===== src/logic/bst_pkg.sv =====
// shared constants, state codes and carrier types of the boundary scan port
package bst_pkg;

	// ----------------------------------------------------------------
	// register sizes
	// ----------------------------------------------------------------
	localparam int IR_LEN  = 3;
	localparam int ID_LEN  = 32;
	localparam int BSR_LEN = 196;

	// ----------------------------------------------------------------
	// instruction codes
	// ----------------------------------------------------------------
	localparam logic [IR_LEN-1:0] INSTR_EXTEST = 3'h0;
	localparam logic [IR_LEN-1:0] INSTR_IDCODE = 3'h1;
	localparam logic [IR_LEN-1:0] INSTR_SAMPLE = 3'h2;
	localparam logic [IR_LEN-1:0] INSTR_CLAMP  = 3'h3;
	localparam logic [IR_LEN-1:0] INSTR_HIGHZ  = 3'h4;
	localparam logic [IR_LEN-1:0] INSTR_BYPASS = 3'h7;

	// fixed capture pattern, two low bits are 01
	localparam logic [IR_LEN-1:0] IR_CAPTURE_VAL = 3'h1;
	// active instruction after reset
	localparam logic [IR_LEN-1:0] IR_RESET_VAL   = INSTR_IDCODE;
	// bypass stage capture and reset value
	localparam logic              BYP_CAPTURE_VAL = 1'h0;

	// ----------------------------------------------------------------
	// identification code fields (values are arbitrary)
	// ----------------------------------------------------------------
	localparam logic [3:0]  ID_VERSION = 4'h1;
	localparam logic [15:0] ID_PART    = 16'h5A3C;
	localparam logic [10:0] ID_MANUF   = 11'h2A5;
	localparam logic [ID_LEN-1:0] ID_CODE = {ID_VERSION, ID_PART, ID_MANUF, 1'h1};

	// ----------------------------------------------------------------
	// controller states, one hot
	// ----------------------------------------------------------------
	typedef enum logic [15:0] {
		ST_RESET      = 16'h0001,
		ST_IDLE       = 16'h0002,
		ST_SEL_DR     = 16'h0004,
		ST_CAPTURE_DR = 16'h0008,
		ST_SHIFT_DR   = 16'h0010,
		ST_EXIT1_DR   = 16'h0020,
		ST_PAUSE_DR   = 16'h0040,
		ST_EXIT2_DR   = 16'h0080,
		ST_UPDATE_DR  = 16'h0100,
		ST_SEL_IR     = 16'h0200,
		ST_CAPTURE_IR = 16'h0400,
		ST_SHIFT_IR   = 16'h0800,
		ST_EXIT1_IR   = 16'h1000,
		ST_PAUSE_IR   = 16'h2000,
		ST_EXIT2_IR   = 16'h4000,
		ST_UPDATE_IR  = 16'h8000
	} bst_state_t;

	// ----------------------------------------------------------------
	// scan pins travelling together through the synchroniser
	// ----------------------------------------------------------------
	typedef struct packed {
		logic sclk;
		logic mode;
		logic din;
	} bst_pins_t;

endpackage


===== src/logic/bst_bound_reg.sv =====
// boundary register: shift chain, update latches and pad multiplexer
`timescale 1ns/1ps
`default_nettype none
module bst_bound_reg
	import bst_pkg::*;
(
	input  wire logic               clk,
	input  wire logic               rst_b,
	input  wire logic               capture,
	input  wire logic               shift,
	input  wire logic               update,
	input  wire logic               din,
	input  wire logic               drive_bsr,
	input  wire logic               float_all,
	input  wire logic [BSR_LEN-1:0] pin_in,
	input  wire logic [BSR_LEN-1:0] core_out,
	input  wire logic [BSR_LEN-1:0] core_oe,
	output logic [BSR_LEN-1:0]      pad_out,
	output logic [BSR_LEN-1:0]      pad_oe,
	output logic                    tail
);

	// ----------------------------------------------------------------
	// shift chain and update latches
	// ----------------------------------------------------------------
	logic [BSR_LEN-1:0] chain;
	logic [BSR_LEN-1:0] latch;
	logic [BSR_LEN-1:0] next_chain;
	logic [BSR_LEN-1:0] next_latch;

	// capture samples pins, shift moves one stage toward the tail
	always_comb begin
		next_chain = chain;
		next_latch = latch;
		if (capture) begin
			next_chain = pin_in;
		end else if (shift) begin
			next_chain = {din, chain[BSR_LEN-1:1]};
		end
		if (update) begin
			next_latch = chain;
		end
	end

	always_ff @(posedge clk) begin
		if (!rst_b) begin
			chain <= '0;
			latch <= '0;
		end else begin
			chain <= next_chain;
			latch <= next_latch;
		end
	end

	assign tail = chain[0];

	// ----------------------------------------------------------------
	// pad multiplexer
	// ----------------------------------------------------------------
	// with drive_bsr set (extest, clamp) pad data comes from the latches, never from the chain
	always_comb begin
		pad_out = drive_bsr ? latch : core_out;
		pad_oe  = float_all ? '0 : core_oe;
	end

	// ----------------------------------------------------------------
	// checks
	// ----------------------------------------------------------------
	chk_highz_float: assert property (@(posedge clk) disable iff (!rst_b)
		float_all |-> (pad_oe == '0))
		else $error("pads driven while floated");

	chk_latch_steady: assert property (@(posedge clk) disable iff (!rst_b)
		(shift && !update) |=> $stable(latch))
		else $error("update latches followed shifting");

endmodule
`default_nettype wire


===== src/logic/bst_pin_sync.sv =====
// two-flop synchroniser for the scan pins with scan clock edge pulses
`timescale 1ns/1ps
`default_nettype none
module bst_pin_sync
	import bst_pkg::*;
(
	input  wire logic      clk,
	input  wire logic      rst_b,
	input  wire bst_pins_t pin_raw,
	output bst_pins_t      pin_sync,
	output logic           sclk_rise,
	output logic           sclk_fall
);

	// ----------------------------------------------------------------
	// synchroniser stages
	// ----------------------------------------------------------------
	bst_pins_t meta;
	bst_pins_t next_meta;
	bst_pins_t next_sync;
	logic      sclk_prev;
	logic      next_sclk_prev;

	// first stage feeds only the second stage
	always_comb begin
		next_meta      = pin_raw;
		next_sync      = meta;
		next_sclk_prev = pin_sync.sclk;
	end

	always_ff @(posedge clk) begin
		if (!rst_b) begin
			meta      <= '0;
			pin_sync  <= '0;
			sclk_prev <= 1'h0;
		end else begin
			meta      <= next_meta;
			pin_sync  <= next_sync;
			sclk_prev <= next_sclk_prev;
		end
	end

	// edge pulses from the second stage and its delayed copy
	assign sclk_rise = pin_sync.sclk & ~sclk_prev;
	assign sclk_fall = ~pin_sync.sclk & sclk_prev;

endmodule
`default_nettype wire


===== src/logic/bst_tap.sv =====
// test access port controller with instruction, bypass and identification registers
`timescale 1ns/1ps
`default_nettype none

// Overview of operation
// - capture-dr loads selected register, then shift/exit1
// - shift-dr moves selected register toward output
// - exit1-dr goes update-dr or pause-dr
// - pause-dr holds until mode select high
// - exit2-dr goes update-dr or back to shift
// - update-dr falling edge copies chain to latches
// - update-ir falling edge makes new active instruction
// - select-ir goes capture-ir or test-logic-reset
// - capture-ir loads fixed value into instruction chain
// - shift-ir shifts instruction chain, others hold
// - exit1-ir goes pause-ir or update-ir
// - pause-ir holds until mode select high
// - exit2-ir goes update-ir or back to shift
// - three-bit instruction chain plus active latch
// - decode six instructions to register selection
// - sample/preload captures pins and shifts in data
// - extest drives pads from boundary latches
// - bypass uses one stage between input and output
// - idcode captures identification code, also after reset
// - identification code layout with lsb one
// - highz floats all pads, bypass in path
// - clamp holds pads from latches, bypass in path
// - controller advances only on scan clock rising
// - reset gives test-logic-reset with idcode active
// - select-dr goes capture-dr or select-ir
module bst_tap
	import bst_pkg::*;
(
	input  wire logic               clk,
	input  wire logic               rst_b,
	input  wire logic               scan_clock,
	input  wire logic               scan_mode_select,
	input  wire logic               scan_serial_in,
	output logic                    scan_serial_out,
	output logic                    scan_serial_out_oe,
	input  wire logic [BSR_LEN-1:0] pin_in,
	input  wire logic [BSR_LEN-1:0] core_out,
	input  wire logic [BSR_LEN-1:0] core_oe,
	output logic [BSR_LEN-1:0]      pad_out,
	output logic [BSR_LEN-1:0]      pad_oe,
	output logic [IR_LEN-1:0]       active_instr,
	output bst_state_t              tap_state
);

	// ----------------------------------------------------------------
	// pin synchroniser
	// ----------------------------------------------------------------
	bst_pins_t pins_raw;
	bst_pins_t pins;
	logic      rise;
	logic      fall;

	assign pins_raw = '{sclk: scan_clock, mode: scan_mode_select, din: scan_serial_in};

	bst_pin_sync u_sync (
		.clk       (clk),
		.rst_b     (rst_b),
		.pin_raw   (pins_raw),
		.pin_sync  (pins),
		.sclk_rise (rise),
		.sclk_fall (fall)
	);

	// ----------------------------------------------------------------
	// controller state
	// ----------------------------------------------------------------
	bst_state_t state;
	bst_state_t next_state;
	logic       tms;

	assign tms = pins.mode;

	// moves only on a scan clock rising edge
	always_comb begin
		next_state = state;
		if (rise) begin
			case (state)
				ST_RESET:      next_state = tms ? ST_RESET : ST_IDLE;
				ST_IDLE:       next_state = tms ? ST_SEL_DR : ST_IDLE;
				ST_SEL_DR:     next_state = tms ? ST_SEL_IR : ST_CAPTURE_DR;
				ST_CAPTURE_DR: next_state = tms ? ST_EXIT1_DR : ST_SHIFT_DR;
				ST_SHIFT_DR:   next_state = tms ? ST_EXIT1_DR : ST_SHIFT_DR;
				ST_EXIT1_DR:   next_state = tms ? ST_UPDATE_DR : ST_PAUSE_DR;
				ST_PAUSE_DR:   next_state = tms ? ST_EXIT2_DR : ST_PAUSE_DR;
				ST_EXIT2_DR:   next_state = tms ? ST_UPDATE_DR : ST_SHIFT_DR;
				ST_UPDATE_DR:  next_state = tms ? ST_SEL_DR : ST_IDLE;
				ST_SEL_IR:     next_state = tms ? ST_RESET : ST_CAPTURE_IR;
				ST_CAPTURE_IR: next_state = tms ? ST_EXIT1_IR : ST_SHIFT_IR;
				ST_SHIFT_IR:   next_state = tms ? ST_EXIT1_IR : ST_SHIFT_IR;
				ST_EXIT1_IR:   next_state = tms ? ST_UPDATE_IR : ST_PAUSE_IR;
				ST_PAUSE_IR:   next_state = tms ? ST_EXIT2_IR : ST_PAUSE_IR;
				ST_EXIT2_IR:   next_state = tms ? ST_UPDATE_IR : ST_SHIFT_IR;
				ST_UPDATE_IR:  next_state = tms ? ST_SEL_DR : ST_IDLE;
				default:       next_state = ST_RESET;
			endcase
		end
	end

	always_ff @(posedge clk) begin
		if (!rst_b) begin
			state <= ST_RESET;
		end else begin
			state <= next_state;
		end
	end

	assign tap_state = state;

	// ----------------------------------------------------------------
	// instruction register
	// ----------------------------------------------------------------
	logic [IR_LEN-1:0] ir_chain;
	logic [IR_LEN-1:0] ir_par;
	logic [IR_LEN-1:0] next_ir_chain;
	logic [IR_LEN-1:0] next_ir_par;

	// chain captures and shifts on rising edges, latch loads on falling
	always_comb begin
		next_ir_chain = ir_chain;
		next_ir_par   = ir_par;
		if (rise && state == ST_CAPTURE_IR) begin
			next_ir_chain = IR_CAPTURE_VAL;
		end else if (rise && state == ST_SHIFT_IR) begin
			next_ir_chain = {pins.din, ir_chain[IR_LEN-1:1]};
		end
		if (state == ST_RESET) begin
			next_ir_par = INSTR_IDCODE;
		end else if (fall && state == ST_UPDATE_IR) begin
			next_ir_par = ir_chain;
		end
	end

	always_ff @(posedge clk) begin
		if (!rst_b) begin
			ir_chain <= IR_CAPTURE_VAL;
			ir_par   <= IR_RESET_VAL;
		end else begin
			ir_chain <= next_ir_chain;
			ir_par   <= next_ir_par;
		end
	end

	assign active_instr = ir_par;

	// ----------------------------------------------------------------
	// instruction decode
	// ----------------------------------------------------------------
	logic sel_bsr;
	logic sel_id;
	logic sel_byp;
	logic drive_bsr;
	logic float_all;

	// unknown codes fall back to the bypass stage
	always_comb begin
		sel_bsr   = (ir_par == INSTR_EXTEST) || (ir_par == INSTR_SAMPLE);
		sel_id    = (ir_par == INSTR_IDCODE);
		sel_byp   = !sel_bsr && !sel_id;
		drive_bsr = (ir_par == INSTR_EXTEST) || (ir_par == INSTR_CLAMP);
		float_all = (ir_par == INSTR_HIGHZ);
	end

	// ----------------------------------------------------------------
	// bypass and identification registers
	// ----------------------------------------------------------------
	logic              bypass;
	logic              next_bypass;
	logic [ID_LEN-1:0] id_chain;
	logic [ID_LEN-1:0] next_id_chain;

	// only the selected register captures or shifts, others hold
	always_comb begin
		next_bypass   = bypass;
		next_id_chain = id_chain;
		if (rise && state == ST_CAPTURE_DR) begin
			if (sel_id) begin
				next_id_chain = ID_CODE;
			end
			if (sel_byp) begin
				next_bypass = BYP_CAPTURE_VAL;
			end
		end else if (rise && state == ST_SHIFT_DR) begin
			if (sel_id) begin
				next_id_chain = {pins.din, id_chain[ID_LEN-1:1]};
			end
			if (sel_byp) begin
				next_bypass = pins.din;
			end
		end
	end

	always_ff @(posedge clk) begin
		if (!rst_b) begin
			bypass   <= BYP_CAPTURE_VAL;
			id_chain <= ID_CODE;
		end else begin
			bypass   <= next_bypass;
			id_chain <= next_id_chain;
		end
	end

	// ----------------------------------------------------------------
	// boundary register
	// ----------------------------------------------------------------
	logic bsr_tail;

	bst_bound_reg u_bound (
		.clk       (clk),
		.rst_b     (rst_b),
		.capture   (rise && state == ST_CAPTURE_DR && sel_bsr),
		.shift     (rise && state == ST_SHIFT_DR && sel_bsr),
		.update    (fall && state == ST_UPDATE_DR && sel_bsr),
		.din       (pins.din),
		.drive_bsr (drive_bsr),
		.float_all (float_all),
		.pin_in    (pin_in),
		.core_out  (core_out),
		.core_oe   (core_oe),
		.pad_out   (pad_out),
		.pad_oe    (pad_oe),
		.tail      (bsr_tail)
	);

	// ----------------------------------------------------------------
	// serial output
	// ----------------------------------------------------------------
	logic next_tdo;
	logic next_tdo_oe;

	// changes on falling edges so the tester samples a settled bit
	always_comb begin
		next_tdo    = scan_serial_out;
		next_tdo_oe = scan_serial_out_oe;
		if (fall) begin
			next_tdo_oe = (state == ST_SHIFT_IR) || (state == ST_SHIFT_DR);
			if (state == ST_SHIFT_IR) begin
				next_tdo = ir_chain[0];
			end else if (sel_id) begin
				next_tdo = id_chain[0];
			end else if (sel_bsr) begin
				next_tdo = bsr_tail;
			end else begin
				next_tdo = bypass;
			end
		end
	end

	always_ff @(posedge clk) begin
		if (!rst_b) begin
			scan_serial_out    <= 1'h0;
			scan_serial_out_oe <= 1'h0;
		end else begin
			scan_serial_out    <= next_tdo;
			scan_serial_out_oe <= next_tdo_oe;
		end
	end

	// ----------------------------------------------------------------
	// checks
	// ----------------------------------------------------------------
	chk_state_only_rise: assert property (@(posedge clk) disable iff (!rst_b)
		!rise |=> $stable(state))
		else $error("controller moved without a rising edge");

	chk_capture_dr_exit: assert property (@(posedge clk) disable iff (!rst_b)
		(rise && state == ST_CAPTURE_DR) |=> (state == (tms ? ST_EXIT1_DR : ST_SHIFT_DR)))
		else $error("wrong move out of capture-dr");

	chk_exit1_dr_move: assert property (@(posedge clk) disable iff (!rst_b)
		(rise && state == ST_EXIT1_DR && tms) |=> (state == ST_UPDATE_DR))
		else $error("exit1-dr did not reach update-dr");

	chk_pause_dr_hold: assert property (@(posedge clk) disable iff (!rst_b)
		(state == ST_PAUSE_DR) |=> $stable(id_chain) && $stable(bypass))
		else $error("registers moved in pause-dr");

	chk_exit2_ir_move: assert property (@(posedge clk) disable iff (!rst_b)
		(rise && state == ST_EXIT2_IR && !tms) |=> (state == ST_SHIFT_IR))
		else $error("exit2-ir did not return to shift-ir");

	chk_sel_ir_reset: assert property (@(posedge clk) disable iff (!rst_b)
		(rise && state == ST_SEL_IR && tms) |=> (state == ST_RESET) ##1 (ir_par == INSTR_IDCODE))
		else $error("select-ir did not return to reset with idcode");

	chk_ir_capture_val: assert property (@(posedge clk) disable iff (!rst_b)
		(rise && state == ST_CAPTURE_IR) |=> (ir_chain[1:0] == 2'h1))
		else $error("instruction capture value wrong");

	chk_ir_par_hold: assert property (@(posedge clk) disable iff (!rst_b)
		(state == ST_SHIFT_IR) |=> $stable(ir_par))
		else $error("active instruction changed during shift-ir");

	chk_update_ir_load: assert property (@(posedge clk) disable iff (!rst_b)
		(fall && state == ST_UPDATE_IR) |=> (ir_par == $past(ir_chain)))
		else $error("instruction not latched at update-ir");

	chk_id_capture: assert property (@(posedge clk) disable iff (!rst_b)
		(rise && state == ST_CAPTURE_DR && sel_id) |=> (id_chain == ID_CODE) && id_chain[0])
		else $error("identification code not captured");

	chk_out_enable: assert property (@(posedge clk) disable iff (!rst_b)
		(fall && state == ST_SHIFT_DR) |=> scan_serial_out_oe ##1 scan_serial_out_oe)
		else $error("serial out not driven in shift-dr");

	chk_out_on_fall: assert property (@(posedge clk) disable iff (!rst_b)
		!fall |=> $stable(scan_serial_out) && $stable(scan_serial_out_oe))
		else $error("serial out changed without a falling edge");

endmodule
`default_nettype wire


===== config.mk =====
export PLATFORM = sky130hd
export DESIGN_NAME = bst_tap
export DESIGN_NICKNAME = d
export VERILOG_FILES = /design/src/logic/bst_pkg.sv /design/src/logic/bst_bound_reg.sv /design/src/logic/bst_pin_sync.sv /design/src/logic/bst_tap.sv
export SDC_FILE = /design/constraint.sdc
export NUM_CORES = 1
export LEC_CHECK = 0
export BUFFER_PORTS_ARGS = -buffer_cell sky130_fd_sc_hd__buf_2
export CAP_MARGIN = 15
export CORE_AREA = 4 4 390 392
export CTS_BUF_LIST = sky130_fd_sc_hd__clkbuf_2 sky130_fd_sc_hd__clkbuf_4 sky130_fd_sc_hd__clkbuf_8
export DETAILED_ROUTE_END_ITERATION = 6
export DIE_AREA = 0 0 394 396
export PLACE_DENSITY = 0.34
export SLEW_MARGIN = 30
export SYNTH_ARGS = -nofsm -noshare
export SYNTH_HDL_FRONTEND = slang
export SYNTH_HIERARCHICAL = 1
export SYNTH_SLANG_ARGS = --single-unit

===== constraint.sdc =====
create_clock -name clk -period 6.6 [get_ports clk]
set_clock_uncertainty 0.2 [all_clocks]
set_input_delay 0.33 -clock clk [delete_from_list [all_inputs] [get_ports clk]]
set_output_delay 0.33 -clock clk [all_outputs]
set_load 0.1 [all_outputs]

==> results of run 1 <==
==> final timing paths <==
path / slack [ns] / from / end / cells past startpoint
min reg2reg: 0.23 / u_sync/meta[0] / u_sync/pin_sync[0] / 1
min: 0.22 / pin_in[41] / u_bound/chain[41] / 4
max reg2reg: 2.24 / tap_state[5] / u_bound/chain[169] / 9
max: 2.24 / tap_state[5] / u_bound/chain[169] / 9
==> worst reg2reg max path, cell delays in order (launching register included) <==
cell and delay [ns]:
dfxtp_1 0.42, or4_1 0.70, nor3_2 0.30, nand3_2 0.48
nor3_2 0.47, buf_12 0.29, buf_16 0.44, nand2b_1 0.25
o211a_1 0.15, dlygate4sd3_1 0.54
==> flip-flops by register name (all words and copies together), names as in the netlist, 2 cells and up <==
register,cells
ir_chain,3
u_bound/chain,196
active_instr,3
u_bound/latch,196
id_chain,32
u_sync/meta,3
tap_state,16
u_sync/pin_sync,2
==> cell usage in the layout (no fill, tap or decap), drive strengths merged, types with 3 or more instances in the layout <==
cell type,count
buf,1028
dfxtp,456
nor2b,397
mux2,392
dlygate4sd3,240
mux2i,200
o211a,196
nand2b,187
clkbuf,146
nor2,30
nand3,27
diode,25
nand2,25
nor3,24
o21ai,23
a21boi,21
inv,19
and2,18
or2b,14
nor4,12
clkinv,9
a31oi,6
nand4,5
o22ai,5
a21oi,5
xor2,4
xnor2,4
and2b,4
or4,4
a32oi,3
o32ai,3
o21a,3
and3,3
==> area by class of cell <==
| cell class | instances | share of cell area, % |
|---|---|---|
| tap | 1944 | 6.85 |
| inverter | 14 | 0.148 |
| sequential | 456 | 25.7 |
| timing repair buffer | 1268 | 21.9 |
| antenna | 25 | 0.176 |
| clock inverter | 17 | 0.448 |
| multi-input combinational | 1635 | 39.7 |
| clock buffer | 146 | 5.05 |
==> power groups by stage <==
stage	registers, mW	clock network [mW]	logic (mW)
floorplan	2.82	0	1.12
global placement	2.82	0	1.52
detailed placement	2.82	0	1.51
CTS	2.76	3.34	1.62
global route	2.76	3.44	1.67
finish	2.76	3.16	1.61
==> per-layer routing <==
layer | GRT usage [%] | up-vias
met5 | 0 | -
met4 | 2.70 | 14
met3 | 3.31 | 130
met2 | 21.6 | 686
met1 | 20.8 | 10100
li1 | - | 10400
==> per-stage QoR <==
step	cell area, µm²	power, mW	cells
floorplan	24300	3.94	2315
global placement	31000	4.34	5076
detailed placement	31000	4.33	5076
CTS	35400	7.72	5479
global route	35400	7.87	5491
finish	35500	7.53	5505
==> impl_results.md, run 1 <==
* Final Hold Fails at 0
* RSZ-0062 raised after global routing: false
* Critical Path End Type: flip-flop
* Startpoint types: flip-flop
* Max-cap violations at 0
* Critical-path cell list: or4_1 > nor3_2 > nand3_2 > nor3_2 > buf_12 > buf_16 > nand2b_1 > o211a_1 > dlygate4sd3_1
* Hold Crit Class: input port to flip-flop
* Per-cell routed wire length at 21.2 µm
* Crit path max-delay family: simple AND/OR/NAND/NOR gates
* Via count at 21300
* Starting DRT DRC Count at 993
* Sw Share at 34.6%
* Hold Slack at 0.221 ns
* CP Data Arrival Time at 4.80 ns
* Actual transition at the worst max-transition pin at 1.07 ns
* Pleak at 16.5 nW
* Clk_lat worst skew at 0.78 ns
* Initial antenna violation count at 49
* CP Buf/Inv Count at 3
* Postcts setup bufs at 0
* CP Max Fanout at 142
* Vias/cell at 3.88
* CTS tree: done
* Sw power at 2.61 mW
* P_int at 4.92 mW
* Die width at 394 µm
* Fmax at 0.229 GHz
* Vias in the first global route at 21900
* Htree depth at 3
* Syn_area_per_cell at 10.5 µm²
* Post-Route Utilization at 23.8%
* Worst-path clk slew at 0.06 ns
* Slew headroom at 28.4%
* Mapped Nets at 2908
* GRT Util Overall at 14.3%
* # clock sinks at 456
* Most frequent CP cell: nor3_2
* Pins Over Slew Limit at 0
* Core outline area at 149000 µm²
* First-pass DRT Iterations at 5
* Power per cell area at 212 nW/µm²
* Status: complete, no violations
* Number of synthesis warnings at 6
* DIE AREA at 156000 µm²
* Chip height at 396 µm
* Final Cycle Share at 66.1%
* Area grow syn2layout at 45.8%
* Nets at 4060
* Input/output buffers at 1005
* Inserted Clock Buffers at 92
* Synth Instances at 2315
* Wl on met1 at 58200 µm
* First-pass GRT wire length at 165000 µm
* VDD IR max at 0.116 mV
* Fin Setup TNS at 0 ns
* Final GP Congestion at 0.889
* Final Critical Period at 4.36 ns
* Met3 wire length at 6540 µm
* Final setup fails at 0
* Logic pwr share at 21.4%
* Proportion of layout cells with a drive suffix above 1 at 45.5%
* Area occupied by multi-input gates at 14100 µm²
* Fill cells at 16400
* CP max-delay cell: or4_1
* Post-Place Setup Slack at 2.15 ns
* Worst path required time at 7.04 ns
* Cts repair resizes at 0
* Drt drc at 0
* Critical Path Max Stage Delay at 0.70 ns
* Clock root buffer: clkbuf_8
* Sequential cell area at 9130 µm²
* CTS Hold Bufs at 240
* WL final at 117000 µm
* Clk pwr share at 41.9%
* Std-Cell Rows at 142
* Clock tree buffer depth at 3
* Post-DP HPWL at 89200 µm
* Largest net degree at the start of global routing at 187
* Critical path class: flip-flop to flip-flop
* Met2 WL at 50300 µm
* Area of the mapped netlist at 24300 µm²
* Flop pwr share at 36.7%
* I/O Pins at 1006
* Highest metal used: met5
* Final worst slack at 2.24 ns
* Final ANT Viol Nets at 0
* GRT Residual Overflow at 0
* Initial core utilization at 16.3%
Power figures use the tool's default switching activity.
==> run 2, diff against run 1 <==
--- a/config.mk
+++ b/config.mk
@@ -11,7 +11,7 @@
 export CTS_BUF_LIST = sky130_fd_sc_hd__clkbuf_2 sky130_fd_sc_hd__clkbuf_4 sky130_fd_sc_hd__clkbuf_8
 export DETAILED_ROUTE_END_ITERATION = 6
 export DIE_AREA = 0 0 394 396
-export PLACE_DENSITY = 0.34
+export PLACE_DENSITY = 0.35
 export SLEW_MARGIN = 30
 export SYNTH_ARGS = -nofsm -noshare
 export SYNTH_HDL_FRONTEND = slang
==> constraint.sdc (replaced) <==
create_clock -name clk -period 3.54 [get_ports clk]
set_clock_uncertainty 0.2 [all_clocks]
set_input_delay 0.177 -clock clk [delete_from_list [all_inputs] [get_ports clk]]
set_output_delay 0.177 -clock clk [all_outputs]
set_load 0.1 [all_outputs]
==> run 2 against run 1 <==
  * Worst hold slack lost 0.11 ns
  * Register-to-register slack got worse by 2.0 ns
  * Largest power group unchanged
  * Combinational power rose by 95%
  * Clock power increased by 87%
  * Cell count grew 2.2%
  * Critical path type is now flip-flop to output port
  * Via count increased by 2.2%
  * Global-route usage increased by 1.0 points
  * Largest cell class unchanged
  * Clock-buffer cell count grew 7
  * Sequential power is 87% higher
==> impl_results.md, run 2 (synthesis results as in run 1) <==
* VDD IR max at 0.202 mV
* Drt drc at 0
* Worst-path clk slew at 0.06 ns
* Proportion of layout cells with a drive suffix above 1 at 46.5%
* Die width at 394 µm
* Vias in the first global route at 22400
* Post-DP HPWL at 100000 µm
* Sw power at 4.89 mW
* Reg2Reg Depth at 8
* Status: complete, no violations
* Fin Setup TNS at 0 ns
* Clk_lat worst skew at 0.77 ns
* Startpoint types: flip-flop
* GRT Residual Overflow at 0
* Starting DRT DRC Count at 992
* Slew headroom at 41.4%
* Most frequent cells in the layout: 1003 x buf_2, 445 x dfxtp_1, 390 x nor2b_1
* Area grow syn2layout at 51.1%
* Final ANT Viol Nets at 0
* Pleak at 17.0 nW
* P_int at 9.31 mW
* Clock tree buffer depth at 3
* Top Registers: u_bound/chain (196), u_bound/latch (196), id_chain (32)
* R2r setup slk at 0.26 ns
* Hold Crit Class: input port to flip-flop
* Post-Route Utilization at 24.7%
* Commonest non-fill, non-tap cell in the layout: buf_2
* Pins Over Slew Limit at 0
* Logic pwr share at 22.1%
* Input/output buffers at 1005
* GRT Util Overall at 15.4%
* Final worst slack at 0.0666 ns
* Chip height at 396 µm
* Std-Cell Rows at 142
* Final setup fails at 0
* First-pass DRT Iterations at 5
* Hold wc startpoint: pin_in[112]
* RSZ-0062 raised after global routing: true
* Core outline area at 149000 µm²
* Largest net degree at the start of global routing at 98
* Design Area, Final at 36800 µm²
* Fmax at 0.288 GHz
* Final Critical Period at 3.47 ns
* I/O Pins at 1006
* First-pass GRT wire length at 174000 µm
* Cell Area, Placed at 31800 µm²
* Final Hold Fails at 0
* Final Cycle Share at 98.1%
* Flop pwr share at 36.2%
* CP Data Arrival Time at 3.10 ns
* Worst Hold Path Cells at 4
* Initial core utilization at 16.3%
* Post-Place Setup Slack at 0.240 ns
* Per-cell routed wire length at 22.2 µm
* Initial antenna violation count at 48
* Critical Path End Type: output port
* Via count at 21800
* Worst path required time at 3.16 ns
* CTS tree: done
* Reg2Reg Launch Point: tap_state[9]
* Nets at 4175
* CP Max Fanout at 40
* Power per cell area at 386 nW/µm²
* # clock sinks at 456
* Critical path class: flip-flop to output port
* Clk pwr share at 41.6%
* Sw Share at 34.4%
* DIE AREA at 156000 µm²
* Vias/cell at 3.88
* Max-cap violations at 0
* R2R Path End: u_bound/chain[164]
* Actual transition at the worst max-transition pin at 0.878 ns
* WL final at 125000 µm
* Inserted Clock Buffers at 92
* Final GP Congestion at 0.894
* Htree depth at 3
* Hold EP: u_bound/chain[112]
* Clock root buffer: clkbuf_8
## run 2: cell types whose count changed in the layout (fill, tap and decap cells not counted), sizes merged
cell / delta
buf: +69
clkinv: -4
diode: +1
clkbuf: +7
dlygate4sd3: +46
## run 2: worst max-delay path by stage
| stage | start | end | slack, ns | depth (start not counted) |
|---|---|---|---|---|
| floorplan | active_instr[0] | pad_oe[155] | -0.1 | 5 |
| global placement | tap_state[9] | u_bound/chain[47] | 0.26 | 8 |
| detailed placement | tap_state[9] | u_bound/chain[43] | 0.24 | 8 |
| CTS | active_instr[2] | pad_oe[21] | 0.01 | 5 |
| global route | active_instr[2] | pad_oe[50] | -0.06 | 5 |
| finish | active_instr[2] | pad_oe[50] | 0.07 | 5 |
## run 2: stage by stage
step | hold slack [ns] | total power, mW | std cells
3_5_place_dp | 0.197 | 8.15 | 5146
4_1_cts | 0.0000439 | 14.5 | 5598
3_3_place_gp | 0.191 | 8.17 | 5146
6_report | 0.110 | 14.2 | 5624
2_1_floorplan | 0.0987 | 7.35 | 2315
5_1_grt | 0.0528 | 14.8 | 5609
## run 2: area by class of cell
type | count | area [µm²]
Tap cell | 1944 | 2430
Multi-Input combinational cell | 1635 | 14100
Clock inverter | 13 | 136
Fill cell | 16400 | 112000
Antenna cell | 26 | 65.1
Sequential cell | 456 | 9140
Inverter | 14 | 52.6
Clock buffer | 153 | 1840
Timing Repair Buffer | 1383 | 9000
## run 2: power by group through the flow
stage	logic, mW	clock network, mW	registers, mW
finish	3.14	5.91	5.15
floorplan	2.08	0	5.27
global route	3.25	6.41	5.14
global placement	2.91	0	5.26
CTS	3.17	6.23	5.14
detailed placement	2.90	0	5.26
## run 2: critical path, stage by stage, from the launching register on
cell,delay [ns]
dfxtp_1,0.45
nor3b_2,0.24
buf_12,0.19
buf_4,0.24
nor2b_1,0.62
buf_2,0.56
## run 2: what timing repair did
| item | CTS | global route |
|---|---|---|
| resized for setup | 5 | 2 |
| pin swaps | 0 | 0 |
| hold endpoints to repair | 396 | 0 |
| hold buffers | 286 | 0 |
| buffers inserted | 0 | 0 |
| endpoints found under the setup margin | 5 | 5 |
## run 2: routing by layer
metal  track usage, %  vias up  share of wire (%)
met5                0        -              0.061
met4             2.59       12                1.3
met3             3.31      129                5.1
met2             23.2      636                 43
met1             22.6    10400                 51
li1                 -    10700                  -
==> run 3, diff against run 2 <==
--- a/config.mk
+++ b/config.mk
@@ -7,10 +7,10 @@
 export LEC_CHECK = 0
 export BUFFER_PORTS_ARGS = -buffer_cell sky130_fd_sc_hd__buf_2
 export CAP_MARGIN = 15
-export CORE_AREA = 4 4 390 392
+export CORE_AREA = 2 2 388 390
 export CTS_BUF_LIST = sky130_fd_sc_hd__clkbuf_2 sky130_fd_sc_hd__clkbuf_4 sky130_fd_sc_hd__clkbuf_8
 export DETAILED_ROUTE_END_ITERATION = 6
-export DIE_AREA = 0 0 394 396
+export DIE_AREA = 0 0 390 392
 export PLACE_DENSITY = 0.35
 export SLEW_MARGIN = 30
 export SYNTH_ARGS = -nofsm -noshare
==> run 3 against run 2 <==
  * Clock-buffer cell count is 7 lower
  * Design area up 3.2%
  * Global-route usage down 0.79 points
  * Sequential power hardly changed
  * Sequential share of layout area is 0.77 points lower
  * Largest power group unchanged
  * Highest routed layer unchanged
==> impl_results.md, run 3 (synthesis results as in run 1) <==
* Chip height at 392 µm
* Hold Crit Class: input port to flip-flop
* Clk_lat worst skew at 0.77 ns
* P_int at 9.43 mW
* Critical Path End Type: flip-flop
* Final ANT Viol Nets at 0
* Status: complete, no violations
* WL final at 117000 µm
* Final setup fails at 0
* First-pass DRT Iterations at 5
* Via count at 21800
* CP Data Arrival Time at 3.84 ns
* Max-cap violations at 0
* Startpoint types: flip-flop
* Worst path required time at 3.97 ns
* GRT Util Overall at 14.6%
* Sw power at 4.90 mW
* Proportion of layout cells with a drive suffix above 1 at 46.5%
* GRT Residual Overflow at 0
* Inserted Clock Buffers at 90
* Starting DRT DRC Count at 1189
* Nets at 4210
* Clock root buffer: clkbuf_8
* First-pass GRT wire length at 163000 µm
* Pleak at 17.6 nW
* Clock tree buffer depth at 3
* Input/output buffers at 1005
* Vias in the first global route at 22100
* Final GP Congestion at 0.986
* Hold Slack at 0.110 ns
* CP max-delay cell: or4_4
* Post-DP HPWL at 91100 µm
* Hold wc startpoint: pin_in[130]
* Largest net degree at the start of global routing at 98
* Logic pwr share at 22.8%
* Worst setup path end: u_bound/chain[31]
* Most frequent cells in the layout: 944 x buf_2, 444 x dfxtp_1, 397 x nor2b_1
* Flop pwr share at 35.9%
* Initial antenna violation count at 29
* CTS tree: done
* Core outline area at 149000 µm²
* R2R Path End: u_bound/chain[31]
* Reg2Reg Launch Point: tap_state[9]
* CP Max Fanout at 9
* Vias/cell at 3.87
* Area grow syn2layout at 55.9%
* Slew headroom at 38.1%
* Reg2Reg Depth at 8
* I/O Pins at 1006
* Per-cell routed wire length at 20.8 µm
* Std-Cell Rows at 142
* Critical Path Max Stage Delay at 0.60 ns
* Tot Pwr at 14.3 mW
* # clock sinks at 456
* Drt drc at 0
* Fill cells at 16300
* Actual transition at the worst max-transition pin at 0.927 ns
* Top Registers: u_bound/chain (196), u_bound/latch (196), id_chain (32)
* Worst Setup SP: tap_state[9]
* Post-Place Setup Slack at 0.329 ns
* Final Cycle Share at 96.2%
* Power per cell area at 378 nW/µm²
* VDD IR max at 0.226 mV
* Final Critical Period at 3.41 ns
* Sw Share at 34.2%
* DIE AREA at 153000 µm²
* Worst-path clk slew at 0.06 ns
* Final Hold Fails at 0
* Final worst slack at 0.135 ns
* Critical-path cell list: or4_4 > nor2_1 > nand3_1 > nor4_4 > clkbuf_16 > mux2_2 > o211a_1 > dlygate4sd3_1
* Fmax at 0.294 GHz
* Die width at 390 µm
* Pins Over Slew Limit at 0
* R2r setup slk at 0.13 ns
* Initial core utilization at 16.3%
* Clk pwr share at 41.4%
* Critical path class: flip-flop to flip-flop
* Commonest non-fill, non-tap cell in the layout: buf_2
* Htree depth at 3
-- run 3: cell count changes in the layout (fill, tap and decap cells not counted), sizes merged --
cell	previous run	this run
buf	1097	1123
diode	26	10
dlygate4sd3	286	296
clkbuf	153	147
clkinv	5	7
bufinv	1	2
clkinvlp	2	3
inv	19	18
-- run 3: worst min path at each step --
stage	cells after the start	endpoint	slack [ns]
detailed placement	2	u_sync/meta[0]	0.19
global placement	2	u_sync/meta[0]	0.19
CTS	4	u_bound/chain[79]	0.001
global route	4	u_bound/chain[125]	0.03
floorplan	1	u_sync/meta[0]	0.1
finish	4	u_bound/chain[130]	0.11
-- run 3: layout make-up --
class / count / area [µm²] / share of cell area, %
antenna: 10 / 25.0 / 0.0660
multi-input combinational: 1635 / 14100 / 37.1
sequential: 456 / 9140 / 24.1
timing repair buffer: 1420 / 10200 / 26.9
tap: 1944 / 2430 / 6.41
clock inverter: 16 / 193 / 0.508
inverter: 14 / 52.6 / 0.139
clock buffer: 146 / 1790 / 4.72
-- run 3: routing by layer --
metal	track usage, %	wire length, µm	vias up
li1	-	-	10700
met1	21.0	58500	10300
met2	20.6	48300	665
met3	5.21	9220	111
met4	2.55	1420	8
met5	0	38	-
-- run 3: critical path: cells and delay by family (launching register included) --
family                 cells  cell delay, ns
AO/OA/AOI/OAI              1            0.20
flip-flops                 1            0.36
AND/OR/NAND/NOR            4            1.38
multiplexers               1            0.34
buffers and inverters      2            0.78
-- run 3: power groups by stage --
stage / Combinational (mW) / Clock [mW] / Sequential, mW
2_1_floorplan: 2.08 / 0 / 5.27
3_3_place_gp: 3.02 / 0 / 5.25
3_5_place_dp: 3.00 / 0 / 5.25
4_1_cts: 3.27 / 6.22 / 5.14
5_1_grt: 3.37 / 6.45 / 5.14
6_report: 3.26 / 5.93 / 5.14
-- run 3: what timing repair did --
action                     in CTS  in global routing
gates resized for setup         0                  5
hold endpoints to repair      428                  0
setup endpoints to repair       0                  5
hold buffers                  296                  0
buffers inserted                0                  4
-- run 3: through the flow --
stage          util, %  instance area [µm²]   TNS, ns  std cells
6_report          25.5                37900         0       5641
5_1_grt           25.5                37900  -0.00433       5638
4_1_cts           25.4                37800         0       5625
3_5_place_dp      22.1                32900         0       5167
3_3_place_gp      22.1                32900         0       5167
2_1_floorplan        -                24300    -13.00       2315
